==> src/core/dpa_pkg.sv <==
// Behaviour
// - dual port bus has idle, local-busy, system-busy states; idle belongs to local side.
// - local dual port request moves idle to local-busy, waiting if busy; back on completion.
// - system request reaches system-busy within 150 ns, waiting if busy; back on completion.
// - local accesses to system bus pass through, leaving idle, with 200 ns least overhead.
// - every on-board access except read-only memory gets exactly one CPU wait state.
// - read-only memory accesses get a configured count of zero, one or two wait states.
// - in slave mode a system write of 01H to word zero raises the local interrupt.
// - a local write of 00H to word zero withdraws the local interrupt.
// - word zero reads like RAM from both ports and leaves both interrupts alone.
// - a local write of 01H to word zero raises a system interrupt line.
// - the local mailbox interrupt routes to any of eight controller inputs.
// - a 02H write to word zero makes a board reset pulse of 2 to 4 ms.
// - a configuration bit enables the program reset; when off, 02H does nothing.
// - in long mode the program reset holds until a system write of 00H.
// - program reset resets this board only, never the system initialization line.
// - at power-up drive the system initialization line and derive board reset from it.
// - board reset holds CPU, ports as inputs, arbiter outputs off, add-on modules reset.
// - the auxiliary reset input at any time repeats the full power-up initialization.
// - locked local exchange keeps local ownership; system lock keeps system ownership.
package dpa_pkg;
    // ----------------------------------------
    // clocking and timing
    // ----------------------------------------
    localparam int CLK_HZ = 125_000_000;
    localparam int CPU_HZ = 4_800_000;
    localparam int CPU_DIV_CYC = CLK_HZ / CPU_HZ;
    localparam int SYS_GRANT_NS = 150;
    localparam int SYS_GRANT_CYC = (SYS_GRANT_NS * (CLK_HZ / 1_000_000)) / 1000;
    localparam int PASS_MIN_NS = 200;
    localparam int PASS_MIN_CYC = (PASS_MIN_NS * (CLK_HZ / 1_000_000) + 999) / 1000;
    localparam int PROG_RST_MS = 2;
    localparam int PROG_RST_CYC = PROG_RST_MS * (CLK_HZ / 1000);
    localparam int INIT_HOLD_CYC = 16;
    localparam int SYNC_STAGES = 3;
    // ----------------------------------------
    // mailbox and reset values
    // ----------------------------------------
    localparam logic [9:0] MBX_OFFSET = 10'h000;
    localparam logic [7:0] MBX_RESET = 8'h00;
    localparam logic [7:0] MBX_CLR = 8'h00;
    localparam logic [7:0] MBX_IRQ = 8'h01;
    localparam logic [7:0] MBX_RST = 8'h02;
    localparam logic [1:0] DP_WAITS = 2'h1;
    localparam logic [19:0] RESET_VECTOR = 20'hFFFF0;
    // ----------------------------------------
    // types
    // ----------------------------------------
    typedef enum logic [1:0] {ARB_IDLE, ARB_LOC, ARB_SYS} dpa_arb_t;
    typedef enum logic [1:0] {KIND_DPRAM, KIND_ROM, KIND_ONBOARD, KIND_SYSBUS} dpa_kind_t;
endpackage

==> src/core/dpa_arbiter.sv <==
`timescale 1ns/100ps
module dpa_arbiter import dpa_pkg::*; #(
    parameter int PROG_CYC = PROG_RST_CYC,
    parameter int INIT_CYC = INIT_HOLD_CYC
) (
    // clock and reset
    input wire logic ref_clk,
    input wire logic sys_rst,
    // local cpu side
    input wire logic locReq,
    input wire dpa_kind_t locKind,
    input wire logic locWrite,
    input wire logic locAddrZero,
    input wire logic [7:0] locWdata,
    input wire logic locLock,
    output logic cpuReady,
    output logic [7:0] locRdata,
    // system bus slave pins
    input wire logic sysReq,
    input wire logic sysWrite,
    input wire logic sysAddrZero,
    input wire logic [7:0] sysWdata,
    input wire logic sysLock,
    output logic sysAck,
    output logic [7:0] sysRdata,
    // system bus pass-through
    output logic sysBusReq,
    input wire logic sysBusAck,
    // interrupts
    output logic [7:0] picIrq,
    output logic [7:0] sysIntOut,
    output logic [7:0] sysIntOe,
    // reset and initialization
    input wire logic auxRst_n,
    output logic initOut,
    output logic initOe,
    output logic cpuRst,
    output logic portInputMode,
    output logic arbDriveEn,
    output logic modRst,
    // configuration straps
    input wire logic slaveModeEn,
    input wire logic [1:0] romWaits,
    input wire logic [2:0] picRoute,
    input wire logic [2:0] sysIntRoute,
    input wire logic progResetEn,
    input wire logic longResetMode,
    // status
    output dpa_arb_t arbState
);
    localparam int PW = 14;
    localparam int SYS_LAT = SYS_GRANT_CYC;
    localparam int DIV_LAT = CPU_DIV_CYC + 1;
    localparam int PCW = $clog2(PROG_CYC + 1);
    localparam int ICW = $clog2(INIT_CYC + 1);

    // ----------------------------------------
    // pin synchronisers
    // ----------------------------------------
    logic [PW-1:0] pinRaw;
    logic [PW-1:0] s1;
    logic [PW-1:0] s2;
    logic [PW-1:0] s3;
    logic [PW-1:0] pinF;
    logic sysReqF;
    logic sysWriteF;
    logic sysAddrZeroF;
    logic sysLockF;
    logic sysBusAckF;
    logic auxF;
    logic [7:0] sysWdataF;

    assign pinRaw = {~auxRst_n, sysBusAck, sysLock, sysWrite, sysAddrZero, sysReq, sysWdata};
    assign sysWdataF = pinF[7:0];
    assign sysReqF = pinF[8];
    assign sysAddrZeroF = pinF[9];
    assign sysWriteF = pinF[10];
    assign sysLockF = pinF[11];
    assign sysBusAckF = pinF[12];
    assign auxF = pinF[13];

    for (genvar i = 0; i < PW; i++) begin : g_sync
        always_ff @(posedge ref_clk or posedge sys_rst) begin
            if (sys_rst) begin
                s1[i] <= 1'b0;
                s2[i] <= 1'b0;
                s3[i] <= 1'b0;
                pinF[i] <= 1'b0;
            end else begin
                s1[i] <= pinRaw[i];
                s2[i] <= s1[i];
                s3[i] <= s2[i];
                if (s2[i] == s3[i]) begin
                    pinF[i] <= s3[i];
                end
            end
        end
    end

    // ----------------------------------------
    // cpu clock enable
    // ----------------------------------------
    logic [4:0] cpuDiv;
    logic cpuTick;

    always_ff @(posedge ref_clk or posedge sys_rst) begin
        if (sys_rst) begin
            cpuDiv <= 5'h00;
            cpuTick <= 1'b0;
        end else begin
            cpuTick <= (cpuDiv == 5'(CPU_DIV_CYC - 1));
            cpuDiv <= (cpuDiv == 5'(CPU_DIV_CYC - 1)) ? 5'h00 : cpuDiv + 5'h01;
        end
    end

    // ----------------------------------------
    // request decode
    // ----------------------------------------
    logic reqSeen;
    logic passing;
    logic [4:0] passCnt;
    logic localStart;
    logic dpStart;
    logic sysAccept;
    logic passDone;
    logic waitDone;
    logic waitBusy;
    logic [1:0] waitCount;
    logic locWr0;
    logic sysWr0;
    logic [7:0] wrData;
    logic initActive;
    logic progRst;

    always_comb begin
        localStart = locReq && !reqSeen && !cpuRst;
        // dual port use only from idle or own ownership
        dpStart = localStart && locKind == KIND_DPRAM && arbState != ARB_SYS;
        if (locKind == KIND_DPRAM) begin
            localStart = dpStart;
        end
        // local wins a tie in idle
        sysAccept = sysReqF && !sysAck && (arbState == ARB_SYS || (arbState == ARB_IDLE && !dpStart));
        waitCount = (locKind == KIND_ROM) ? romWaits : DP_WAITS;
        passDone = passing && sysBusAckF && passCnt >= 5'(PASS_MIN_CYC - 1);
        locWr0 = dpStart && locWrite && locAddrZero;
        sysWr0 = sysAccept && sysWriteF && sysAddrZeroF;
        wrData = locWr0 ? locWdata : sysWdataF;
    end

    dpa_wait_gen u_wait (
        .ref_clk(ref_clk),
        .sys_rst(sys_rst),
        .cpuTick(cpuTick),
        .start(localStart && locKind != KIND_SYSBUS),
        .waits(waitCount),
        .done(waitDone),
        .busy(waitBusy)
    );

    // ----------------------------------------
    // local cycle tracking
    // ----------------------------------------
    always_ff @(posedge ref_clk or posedge sys_rst) begin
        if (sys_rst) begin
            reqSeen <= 1'b0;
            cpuReady <= 1'b0;
        end else begin
            if (!locReq) begin
                reqSeen <= 1'b0;
            end else if (localStart) begin
                reqSeen <= 1'b1;
            end
            cpuReady <= waitDone || passDone;
        end
    end

    always_ff @(posedge ref_clk or posedge sys_rst) begin
        if (sys_rst) begin
            passing <= 1'b0;
            passCnt <= 5'h00;
            sysBusReq <= 1'b0;
        end else begin
            if (localStart && locKind == KIND_SYSBUS) begin
                passing <= 1'b1;
                sysBusReq <= 1'b1;
                passCnt <= 5'h00;
            end else if (passDone || cpuRst) begin
                passing <= 1'b0;
                sysBusReq <= 1'b0;
            end else if (passing && passCnt != 5'h1F) begin
                passCnt <= passCnt + 5'h01;
            end
        end
    end

    // ----------------------------------------
    // ownership state machine
    // ----------------------------------------
    always_ff @(posedge ref_clk or posedge sys_rst) begin
        if (sys_rst) begin
            arbState <= ARB_IDLE;
        end else begin
            case (arbState)
                ARB_IDLE: begin
                    if (dpStart) begin
                        arbState <= ARB_LOC;
                    end else if (sysAccept) begin
                        arbState <= ARB_SYS;
                    end
                end
                ARB_LOC: begin
                    if (!locLock && !(locReq && locKind == KIND_DPRAM) && !waitBusy) begin
                        arbState <= ARB_IDLE;
                    end
                end
                ARB_SYS: begin
                    if (!sysReqF && !sysLockF) begin
                        arbState <= ARB_IDLE;
                    end
                end
                default: begin
                    arbState <= ARB_IDLE;
                end
            endcase
        end
    end

    always_ff @(posedge ref_clk or posedge sys_rst) begin
        if (sys_rst) begin
            sysAck <= 1'b0;
        end else if (sysAccept) begin
            sysAck <= 1'b1;
        end else if (!sysReqF) begin
            sysAck <= 1'b0;
        end
    end

    // ----------------------------------------
    // mailbox word
    // ----------------------------------------
    logic [7:0] mailbox;
    logic picIrqFlag;
    logic sysIrqFlag;

    // reads return the word, flags untouched
    always_ff @(posedge ref_clk or posedge sys_rst) begin
        if (sys_rst) begin
            mailbox <= MBX_RESET;
            locRdata <= 8'h00;
            sysRdata <= 8'h00;
        end else begin
            if (locWr0 || sysWr0) begin
                mailbox <= wrData;
            end
            if (dpStart && !locWrite && locAddrZero) begin
                locRdata <= mailbox;
            end
            if (sysAccept && !sysWriteF && sysAddrZeroF) begin
                sysRdata <= mailbox;
            end
        end
    end

    always_ff @(posedge ref_clk or posedge sys_rst) begin
        if (sys_rst) begin
            picIrqFlag <= 1'b0;
        end else if (initActive) begin
            picIrqFlag <= 1'b0;
        end else if (sysWr0 && wrData == MBX_IRQ && slaveModeEn) begin
            picIrqFlag <= 1'b1;
        end else if (locWr0 && wrData == MBX_CLR) begin
            picIrqFlag <= 1'b0;
        end
    end

    always_ff @(posedge ref_clk or posedge sys_rst) begin
        if (sys_rst) begin
            sysIrqFlag <= 1'b0;
        end else if (initActive) begin
            sysIrqFlag <= 1'b0;
        end else if (locWr0 && wrData == MBX_IRQ) begin
            sysIrqFlag <= 1'b1;
        end else if (sysWr0 && wrData == MBX_CLR) begin
            sysIrqFlag <= 1'b0;
        end
    end

    // ----------------------------------------
    // interrupt routing
    // ----------------------------------------
    for (genvar i = 0; i < 8; i++) begin : g_route
        always_ff @(posedge ref_clk or posedge sys_rst) begin
            if (sys_rst) begin
                picIrq[i] <= 1'b0;
                sysIntOe[i] <= 1'b0;
                sysIntOut[i] <= 1'b0;
            end else begin
                picIrq[i] <= picIrqFlag && picRoute == 3'(i);
                sysIntOe[i] <= sysIrqFlag && sysIntRoute == 3'(i);
                sysIntOut[i] <= 1'b0;
            end
        end
    end

    // ----------------------------------------
    // program controlled reset
    // ----------------------------------------
    logic [PCW-1:0] progCnt;

    always_ff @(posedge ref_clk or posedge sys_rst) begin
        if (sys_rst) begin
            progRst <= 1'b0;
            progCnt <= '0;
        end else if (initActive) begin
            progRst <= 1'b0;
            progCnt <= '0;
        end else if ((locWr0 || sysWr0) && wrData == MBX_RST && progResetEn) begin
            progRst <= 1'b1;
            progCnt <= PCW'(PROG_CYC - 1);
        // long mode waits for system clear
        end else if (progRst && longResetMode) begin
            if (sysWr0 && wrData == MBX_CLR) begin
                progRst <= 1'b0;
            end
        end else if (progRst) begin
            if (progCnt == '0) begin
                progRst <= 1'b0;
            end else begin
                progCnt <= progCnt - PCW'(1);
            end
        end
    end

    // ----------------------------------------
    // initialization
    // ----------------------------------------
    logic [ICW-1:0] initCnt;
    logic nextBoardRst;

    assign initActive = initCnt != '0;

    always_ff @(posedge ref_clk or posedge sys_rst) begin
        if (sys_rst) begin
            initCnt <= ICW'(INIT_CYC);
        end else if (auxF) begin
            initCnt <= ICW'(INIT_CYC);
        end else if (initActive) begin
            initCnt <= initCnt - ICW'(1);
        end
    end

    assign nextBoardRst = initActive || progRst;

    // cpu to reset vector, ports in, arbiter off
    always_ff @(posedge ref_clk or posedge sys_rst) begin
        if (sys_rst) begin
            initOe <= 1'b1;
            initOut <= 1'b0;
            cpuRst <= 1'b1;
            modRst <= 1'b1;
            portInputMode <= 1'b1;
            arbDriveEn <= 1'b0;
        end else begin
            initOe <= initActive;
            initOut <= 1'b0;
            cpuRst <= nextBoardRst;
            modRst <= nextBoardRst;
            portInputMode <= nextBoardRst;
            arbDriveEn <= !nextBoardRst;
        end
    end
endmodule

==> src/core/dpa_wait_gen.sv <==
`timescale 1ns/100ps
module dpa_wait_gen import dpa_pkg::*; (
    // clock and reset
    input wire logic ref_clk,
    input wire logic sys_rst,
    // cpu clock enable
    input wire logic cpuTick,
    // request
    input wire logic start,
    input wire logic [1:0] waits,
    // answer
    output logic done,
    output logic busy
);
    logic [1:0] left;

    always_ff @(posedge ref_clk or posedge sys_rst) begin
        if (sys_rst) begin
            busy <= 1'b0;
            left <= 2'h0;
            done <= 1'b0;
        end else begin
            done <= 1'b0;
            if (start) begin
                if (waits == 2'h0) begin
                    done <= 1'b1;
                end else begin
                    busy <= 1'b1;
                    left <= waits;
                end
            end else if (busy && cpuTick) begin
                left <= left - 2'h1;
                if (left == 2'h1) begin
                    busy <= 1'b0;
                    done <= 1'b1;
                end
            end
        end
    end
endmodule

==> config.mk <==
export PLATFORM = sky130hd
export DESIGN_NAME = dpa_arbiter
export DESIGN_NICKNAME = d
export VERILOG_FILES = /design/src/core/dpa_pkg.sv /design/src/core/dpa_arbiter.sv /design/src/core/dpa_wait_gen.sv
export SDC_FILE = /design/constraint.sdc
export NUM_CORES = 1
export LEC_CHECK = 0
export BUFFER_PORTS_ARGS = -buffer_cell sky130_fd_sc_hd__buf_2
export CAP_MARGIN = 30
export CORE_ASPECT_RATIO = 0.75
export CORE_UTILIZATION = 35
export CTS_CLUSTER_DIAMETER = 200
export CTS_CLUSTER_SIZE = 40
export DETAILED_ROUTE_END_ITERATION = 16
export HOLD_SLACK_MARGIN = 0.08
export PLACE_DENSITY = 0.54
export SLEW_MARGIN = 10
export SYNTH_ARGS = -nofsm -noshare
export SYNTH_HDL_FRONTEND = slang
export SYNTH_SLANG_ARGS = --single-unit
==> constraint.sdc <==
create_clock -name ref_clk -period 6.52 [get_ports ref_clk]
set_input_delay 0.978 -clock ref_clk [delete_from_list [all_inputs] [get_ports ref_clk]]
set_output_delay 0.978 -clock ref_clk [all_outputs]
set_load 0.05 [all_outputs]
# Word-level counts from Yosys, hierarchy flattened
# Index checks and enable logic that the tools add are counted.
# W data, S select, Z words.
dict set report classes {
  n_addsub 5
  n_lt_le_gt_ge 1
  eq_ne 49
  mux 47
  n_bitwise 1
  reduce_logical 87
}
# cell n
set op_table {}
lappend op_table {{$mux W18} 5}
lappend op_table {{$logic_and A1 B1 Y1} 49}
lappend op_table {{$mux W5} 6}
lappend op_table {{$mux W1} 26}
lappend op_table {{$eq A3 B3 Y1 const B} 8}
lappend op_table {{$logic_not A18 Y1} 1}
lappend op_table {{$sub A18 B1 Y18 const B} 1}
lappend op_table {{$mux W2} 8}
lappend op_table {{$eq A1 B1 Y1} 14}
lappend op_table {{$eq A3 B2 Y1 const B} 4}
lappend op_table {{$logic_not A1 Y1} 12}
lappend op_table {{$add A5 B1 Y5 const B} 2}
lappend op_table {{$ne A2 B2 Y1 const B} 5}
lappend op_table {{$reduce_bool A2 Y1} 5}
lappend op_table {{$ne A3 B3 Y1 const B} 3}
lappend op_table {{$reduce_and A3 Y1} 3}
lappend op_table {{$reduce_bool A3 Y1} 3}
lappend op_table {{$eq A8 B1 Y1 const B} 1}
lappend op_table {{$eq A8 B2 Y1 const B} 1}
lappend op_table {{$logic_not A8 Y1} 1}
lappend op_table {{$mux W8} 1}
lappend op_table {{$eq A2 B1 Y1 const B} 3}
lappend op_table {{$eq A3 B1 Y1 const B} 2}
lappend op_table {{$logic_not A2 Y1} 3}
lappend op_table {{14 further kinds} 23}
dict set report totals {
  register_bits 146
  in_bits 41
  output_inout_bits 51
  word_cells 284
}

# Depth between registers and ports, before layout
# Gate-level depths: netlist (run 1).
dict set report depth {
  ltp_word 16
  mapped_depth 8
  ltp_nobuf 8
}

# Modules after synthesis
# A second synthesis (run 1) with hierarchy kept.
dict set report hier_totals {
  hier_cells 462
  hier_area_um2 5826.8
}
# mod instances cells_per_inst area_each_um2 seq_area_each_um2
set modules_own_cells {}
lappend modules_own_cells {dpa_arbiter 1 443 5625.4 3557.2}
lappend modules_own_cells {dpa_wait_gen 1 19 201.4 100.1}

# Least setup slack after synthesis (run 1)
# No wires, ideal clock.
dict set report synth_path {
  path_kind {input to register}
  startpoint {in locReq}
  endpoint {reg progCnt[10]}
  setup_time_ps 136
  arrival_time_ps 2408
  required_ps 6384
  slack_ps 3976
  path_stages 6
  n_path_buf 1
  cell_sequence {nor3b_1 and4_1 clkbuf_1 mux2i_1 o21a_1 nor3_1}
}
dict set report synth_between {
  elab_chain_len 15
  elab_cells_between_ends 23
  classes_between {eq/ne: 3; mux: 3; reduce/logical: 17}
}
# element line
set synth_rtl {}
lappend synth_rtl {{start: declaration} dpa_arbiter.sv:10} ;# input wire logic locReq,
lappend synth_rtl {{$logic_and A1 B1 Y1 (*) (2 in a row)} dpa_arbiter.sv:136} ;# localStart = locReq && !reqSeen && !cpuRst;
lappend synth_rtl {{$logic_and A1 B1 Y1 (*) (2 in a row)} dpa_arbiter.sv:138} ;# dpStart = localStart && locKind == KIND_DPRAM && arbState != ARB_SYS;
lappend synth_rtl {{branches (longest 7 deep; another with $mux W8)} n/a}
lappend synth_rtl {{$logic_and A1 B1 Y1 (*) (2 in a row)} dpa_arbiter.sv:318} ;# end else if ((locWr0 || sysWr0) && wrData == MBX_RST && progResetEn) begin
lappend synth_rtl {{$ne A3 B3 Y1 (no line), or another cell as far along} n/a}
lappend synth_rtl {{$reduce_and A3 Y1 (no line) or $mux W18 (tied branches)} n/a}
lappend synth_rtl {{end signal: assignment} dpa_arbiter.sv:320} ;# progCnt <= PCW'(PROG_CYC - 1);
lappend synth_rtl {{end signal: assignment} dpa_arbiter.sv:330} ;# progCnt <= progCnt - PCW'(1);
lappend synth_rtl {{end: declaration} dpa_arbiter.sv:309} ;# logic [PCW-1:0] progCnt;
# Every way passes the cells marked *.
# A chain may end at the register's enable or synchronous reset.

# Final worst setup path (run 1)
# Same ends and word-level chain as after synthesis.

==> results_dict.tcl, run 1 <==
set metrics [dict create \
    yosysUniqueCellTypes 58 \
    antenna_found_initial 0 \
    dpl_cell_area_um2 6440 \
    hpwlAfterDp_mm 8.15 \
    leakage_uw 0.00322 \
    drtIter0Drc 180 \
    cts_buffer_depth 2 \
    rr_startpoint "modRst" \
    vias 3809 \
    avgSynthCellArea_um2 12.4 \
    place_congestion 0.795 \
    cp_cell_sequence "buf_2 -> nor3b_1 -> and4_1 -> mux2i_1 -> o21a_1 -> nor3_1" \
    power_uw 2510 \
    tns_ns 0 \
    grt-ovfl-total 0 \
    cts_hold_buffers 0 \
    pin_count 92 \
    insertion_delay_ns 0.42 \
    ys_warn_count 0 \
    route.detailed.drc 0 \
    slew_headroom_pct 37.6 \
    finClkSkew_ns 0.00939 \
    period_minus_slack_ns 2.77 \
    first_pass_iters 4 \
    diodes 0 \
    die_area_um2 17200 \
    cts_buffers 17 \
    grt_start_max_net_pins 77 \
    clk_pin_slew_ns 0.06 \
    cpPeakStageDelay_ns 0.67 \
    cts_root_buffer "clkbuf_16" \
    ir_drop_v 0.000201 \
    finalCritPeriodShare_pct 42.4 \
    h-tree-depth 4 \
    wl_per_cell_um 14.7 \
    synth_edf_count 0 \
    track_usage_pct 15.0 \
    startpoint "locReq" \
    hold_start "s1[2]" \
    r2r_cells 5 \
    status "finished, final reports clean" \
    power.density_nw_per_um2 356 \
    synth_area_leaders "dfrtp_1, mux2_2, nor2_1, maj3_1, o21ai_0" \
    ys.flop_type "dfrtp_1" \
    drtAntennaViolNets 0 \
    clock_sinks 146 \
    slew_viol_final 0 \
    yosysTopAreaCell "dfrtp_1" \
    cp.depth 6 \
    grt_pass1_vias 3757 \
    row_count 40 \
    maxCapViolations 0 \
    crit_family "simple AND/OR/NAND/NOR gates" \
    max_freq_mhz 362 \
    drt_wl_total_mm 11.6 \
    cp_num_buf_inv 1 \
    cp-end-kind "flip-flop" \
    ctsResizeCount 0 \
    cp_max_fo 18 \
    syn_inst 470 \
    area_delta_synth_final_pct 20.8 \
    io_buffers 82 \
    setup_viol 0 \
    synth_seq_cells 146 \
    worstPathRequired_ns 6.79 \
    rrSetupSlack_ns 3.99 \
    worst_pin_slew_ns 0.933 \
    cp-start-kind "primary input" \
    nets 613 \
    netlist.area_leader.share_pct 61.4 \
    post-cts-setup-buffers 0 \
    syn_area_um2 5830 \
    r2r_end "progCnt[10]" \
    fin_area_um2 7040 \
    floorplan.initialDensity_pct 36.0 \
    layout_setup_ws_ns 3.75 \
    rsz0062_at_grt "no" \
    grt_pass1_wl_mm 19.4 \
    whs_ns 0.350 \
    cts_tree "yes" \
    hold_path.class "flip-flop to flip-flop" \
    critPathKind "primary input to flip-flop" \
    die_x_um 151 \
    die_h_um 114 \
    yosysSeqAreaShare_pct 62.8 \
    pre_cts_ws_ns 3.33 \
    cp_slowest_cell "and4_1" \
    drive_gt1_share_pct 26.5 \
    critPathCapture "progCnt[10]" \
    async_flop_share_pct 100 \
    cp.arrival_ns 3.03 \
    report.final.hold_viol_count 0 \
    core_um2 16200 \
    routed_via_density 4.83 \
]
==> metal layers <==
layer	global-route usage, %	routed length (um)
met1	22.1	5900
met2	20.4	4890
met3	4.88	707
met4	5.60	116
met5	0	0
==> placed cells by master, fill, tap and decap left out, types with 7 or more instances in the layout <==
cell type	synthesis	routed
nor2_1	40	40
dfrtp_1	143	143
or3_1	7	7
a21oi_1	9	9
nand2_1	24	24
mux2_2	18	18
inv_1	16	15
mux2i_1	12	12
clkbuf_16	0	17
buf_2	1	82
nand3_1	11	11
ha_1	7	7
o21ai_0	25	25
maj3_1	14	14
xnor2_1	14	14
nand2b_1	9	9
conb_1	1	9
nor3_1	22	22
==> worst min-delay path by stage <==
stage	to	slack, ns	cells after the start
floorplan	s2[0]	0.33	0
finish	s2[2]	0.35	0
detailed placement	s2[12]	0.34	0
CTS	s2[12]	0.35	0
global placement	s2[11]	0.33	0
global route	s2[12]	0.36	0
==> final cells by class <==
cell class / instances / area (um^2)
clock buffers: 19 / 453
flip-flops and latches: 146 / 3660
well taps: 210 / 263
fillers: 1514 / 9130
inverters: 16 / 65.1
repair buffers: 86 / 458
clock inverters: 13 / 115
multi-input cells: 298 / 2030
==> cell families (layout without fill, tap and decap cells) <==
kind of cell,after synthesis,after routing,synth area share (%)
mux,30,30,5.54
compound gates,65,65,7.11
buf+inv,34,134,2.92
flops,146,146,62.8
simple gates,153,153,14.7
other cells,1,9,0.0644
fa+ha+maj,21,21,3.91
xor+xnor,20,20,3.01
==> report_power, final <==
part	internal (uW)	leakage [uW]	total (uW)	switching [uW]
Combinational	151	0.00112	456	305
Clock	519	0.000271	920	401
Sequential	1040	0.00183	1130	95.4
Total	1710	0.00322	2510	801
==> worst reg2reg max path: cells and delay by family (launching register included) <==
family	cells	cell delay (ns)
AO/OA/AOI/OAI	1	0.33
AND/OR/NAND/NOR	3	1.25
multiplexers	1	0.37
flip-flops	1	0.42
==> state kept, by name (all words and copies together), names as in the netlist, 2 cells and up <==
signal       flops
picIrq           8
sysRdata         8
s3              14
initCnt          5
cpuDiv           5
mailbox          8
progCnt         18
pinF             8
s1              14
u_wait.left      2
locRdata         8
passCnt          5
sysIntOe         8
s2              14
arbState         2
==> per-stage QoR <==
| step | cells | util, % |
|---|---|---|
| finish | 788 | 43.5 |
| global route | 788 | 43.5 |
| CTS | 786 | 43.3 |
| detailed placement | 754 | 39.8 |
| global placement | 754 | 39.8 |
| floorplan | 478 | - |
==> Yosys cell counts, types with 3 or more instances <==
cell and count:
xor2_1 6, nor2_1 40, nand2b_1 9, or4_1 3, o211ai_1 3, nand2_1 24, a21o_1 3, clkbuf_1 6
dfrtp_1 143, a211oi_1 5, mux2_2 18, nor3_1 22, o21a_1 3, dfstp_2 3, nor3b_1 4, or3_1 7
nand4_1 5, a2111oi_0 3, o21ai_0 25, a21oi_1 9, and3_1 3, inv_1 16, nand3_1 11, mux2i_1 12
xnor2_1 14, ha_1 7, buf_4 11, maj3_1 14, a31oi_1 3
Note: power is estimated with default switching activity, not from simulation.
==> inputs of run 2 (changes only) <==
clock period = 2.66 ns   (was 6.52 ns; I/O delays follow)
==> results_dict.tcl, run 2 (same netlist as run 1, synthesis figures left out) <==
set metrics [dict create \
    status "finished, final reports clean" \
    drtIter0Drc 168 \
    first_pass_iters 5 \
    routed_via_density 4.81 \
    grt_start_max_net_pins 70 \
    diodes 0 \
    insertion_delay_ns 0.42 \
    cp-start-kind "flip-flop" \
    crit_family "simple AND/OR/NAND/NOR gates" \
    combPwrFrac_pct 19.0 \
    intPower_uw 4150 \
    p_sw_uw 1990 \
    finalCritPeriodShare_pct 88.1 \
    power_frac_seq_pct 45.1 \
    row_count 40 \
    drtAntennaViolNets 0 \
    maxCapViolations 0 \
    grt-ovfl-total 0 \
    hpwlAfterDp_mm 8.51 \
    power_uw 6150 \
    rsz0062_at_grt "no" \
    mostFrequentLayoutCells "dfrtp_1, buf_2, nor2_1" \
    multi_input_area_um2 2030 \
    die_area_um2 17200 \
    cp_slowest_cell "or4_1" \
    report.final.hold_viol_count 0 \
    cts_root_buffer "clkbuf_16" \
    hold_path.class "primary input to flip-flop" \
    area_delta_synth_final_pct 23.6 \
    cp.arrival_ns 2.60 \
    cp-end-kind "flip-flop" \
    cts_buffer_depth 2 \
    die_h_um 114 \
    worstPathRequired_ns 2.92 \
    final_common_cell "dfrtp_1" \
    grt_pass1_vias 3858 \
    pwr-share-clk_pct 35.9 \
    pin_count 92 \
    drive_gt1_share_pct 26.5 \
    slew_headroom_pct 42.6 \
    cpPeakStageDelay_ns 0.55 \
    floorplan.initialDensity_pct 36.0 \
    grt_pass1_wl_mm 19.8 \
    clock_sinks 146 \
    cp_max_fo 8 \
    drt_wl_total_mm 11.9 \
    finClkSkew_ns 0.0118 \
    track_usage_pct 15.2 \
    setup_viol 0 \
    antenna_found_initial 0 \
    h-tree-depth 4 \
    cts_buffers 17 \
    seqCellArea_um2 3660 \
    ir_drop_v 0.000567 \
    cts_tree "yes" \
    tns_ns 0 \
    sw_frac_of_total_pct 32.4 \
    max_freq_mhz 426 \
    worst_pin_slew_ns 0.857 \
    wl_per_cell_um 14.7 \
    io_buffers 82 \
    regMostFlops "progCnt" \
    vias 3881 \
    leakage_uw 0.00328 \
    cp_num_buf_inv 0 \
    cp_cell_sequence "or4_1 -> or4_1 -> nor3_1 -> o21a_1 -> nor3_1" \
    fillCellCount 1513 \
    place_congestion 0.783 \
    critPathKind "flip-flop to flip-flop" \
    period_minus_slack_ns 2.34 \
    power.density_nw_per_um2 854 \
    nets 632 \
    route.detailed.drc 0 \
    clk_pin_slew_ns 0.06 \
    slew_viol_final 0 \
    core_um2 16200 \
    largest_register_ffs 18 \
    ctsResizeCount 0 \
    die_x_um 151 \
]
-- run 2: power groups by stage --
| stage | logic (uW) | registers [uW] | clock network, uW |
|---|---|---|---|
| 5_1_grt | 1280 | 2810 | 2390 |
| 2_1_floorplan | 575 | 3070 | 0 |
| 3_3_place_gp | 1140 | 2800 | 0 |
| 3_5_place_dp | 1170 | 2810 | 0 |
| 6_report | 1170 | 2770 | 2200 |
| 4_1_cts | 1180 | 2770 | 2270 |
-- run 2: per-stage QoR --
stage	instance area, um^2	cells	setup WS, ns	util [%]	hold slack (ns)
2_1_floorplan	5860	478	0.430	-	0.331
5_1_grt	7200	807	0.193	44.5	0.0893
6_report	7200	807	0.315	44.5	0.108
3_5_place_dp	6520	761	0.307	40.3	0.335
4_1_cts	7190	806	0.321	44.5	0.0927
3_3_place_gp	6520	761	0.339	40.3	0.333
-- run 2: worst paths after layout --
check | start | to | slack (ns) | cells after the start
worst max-delay path | pinF[2] | progCnt[6] | 0.32 | 5
worst min-delay path | sysWrite | s1[10] | 0.11 | 1
worst max register to register | pinF[2] | progCnt[6] | 0.32 | 5
worst min register to register | s1[3] | s2[3] | 0.35 | 0
max in group asynchronous | sys_rst | initOe | 1.25 | 4
min in group asynchronous | sys_rst | s1[2] | 0.61 | 3
-- run 2: layout make-up --
type,count,area share [%]
Clock buffer,18,5.96
Clock inverter,14,1.65
Inverter,16,0.886
Multi-Input combinational cell,298,28.2
Sequential cell,146,50.8
Tap cell,210,3.65
Timing Repair Buffer,105,8.90
-- run 2: layer usage --
metal	global-route usage (%)	part of all wire, %
met2	21.7	43
met5	0	0
met1	21.6	51
met3	3.92	4.6
met4	6.73	1.7
-- run 2: what timing repair did --
action | in CTS | in global routing
endpoints found under the hold margin | 37 | 0
hold buffers | 13 | 0
setup buffers | 0 | 0
setup endpoints to repair | 0 | 0
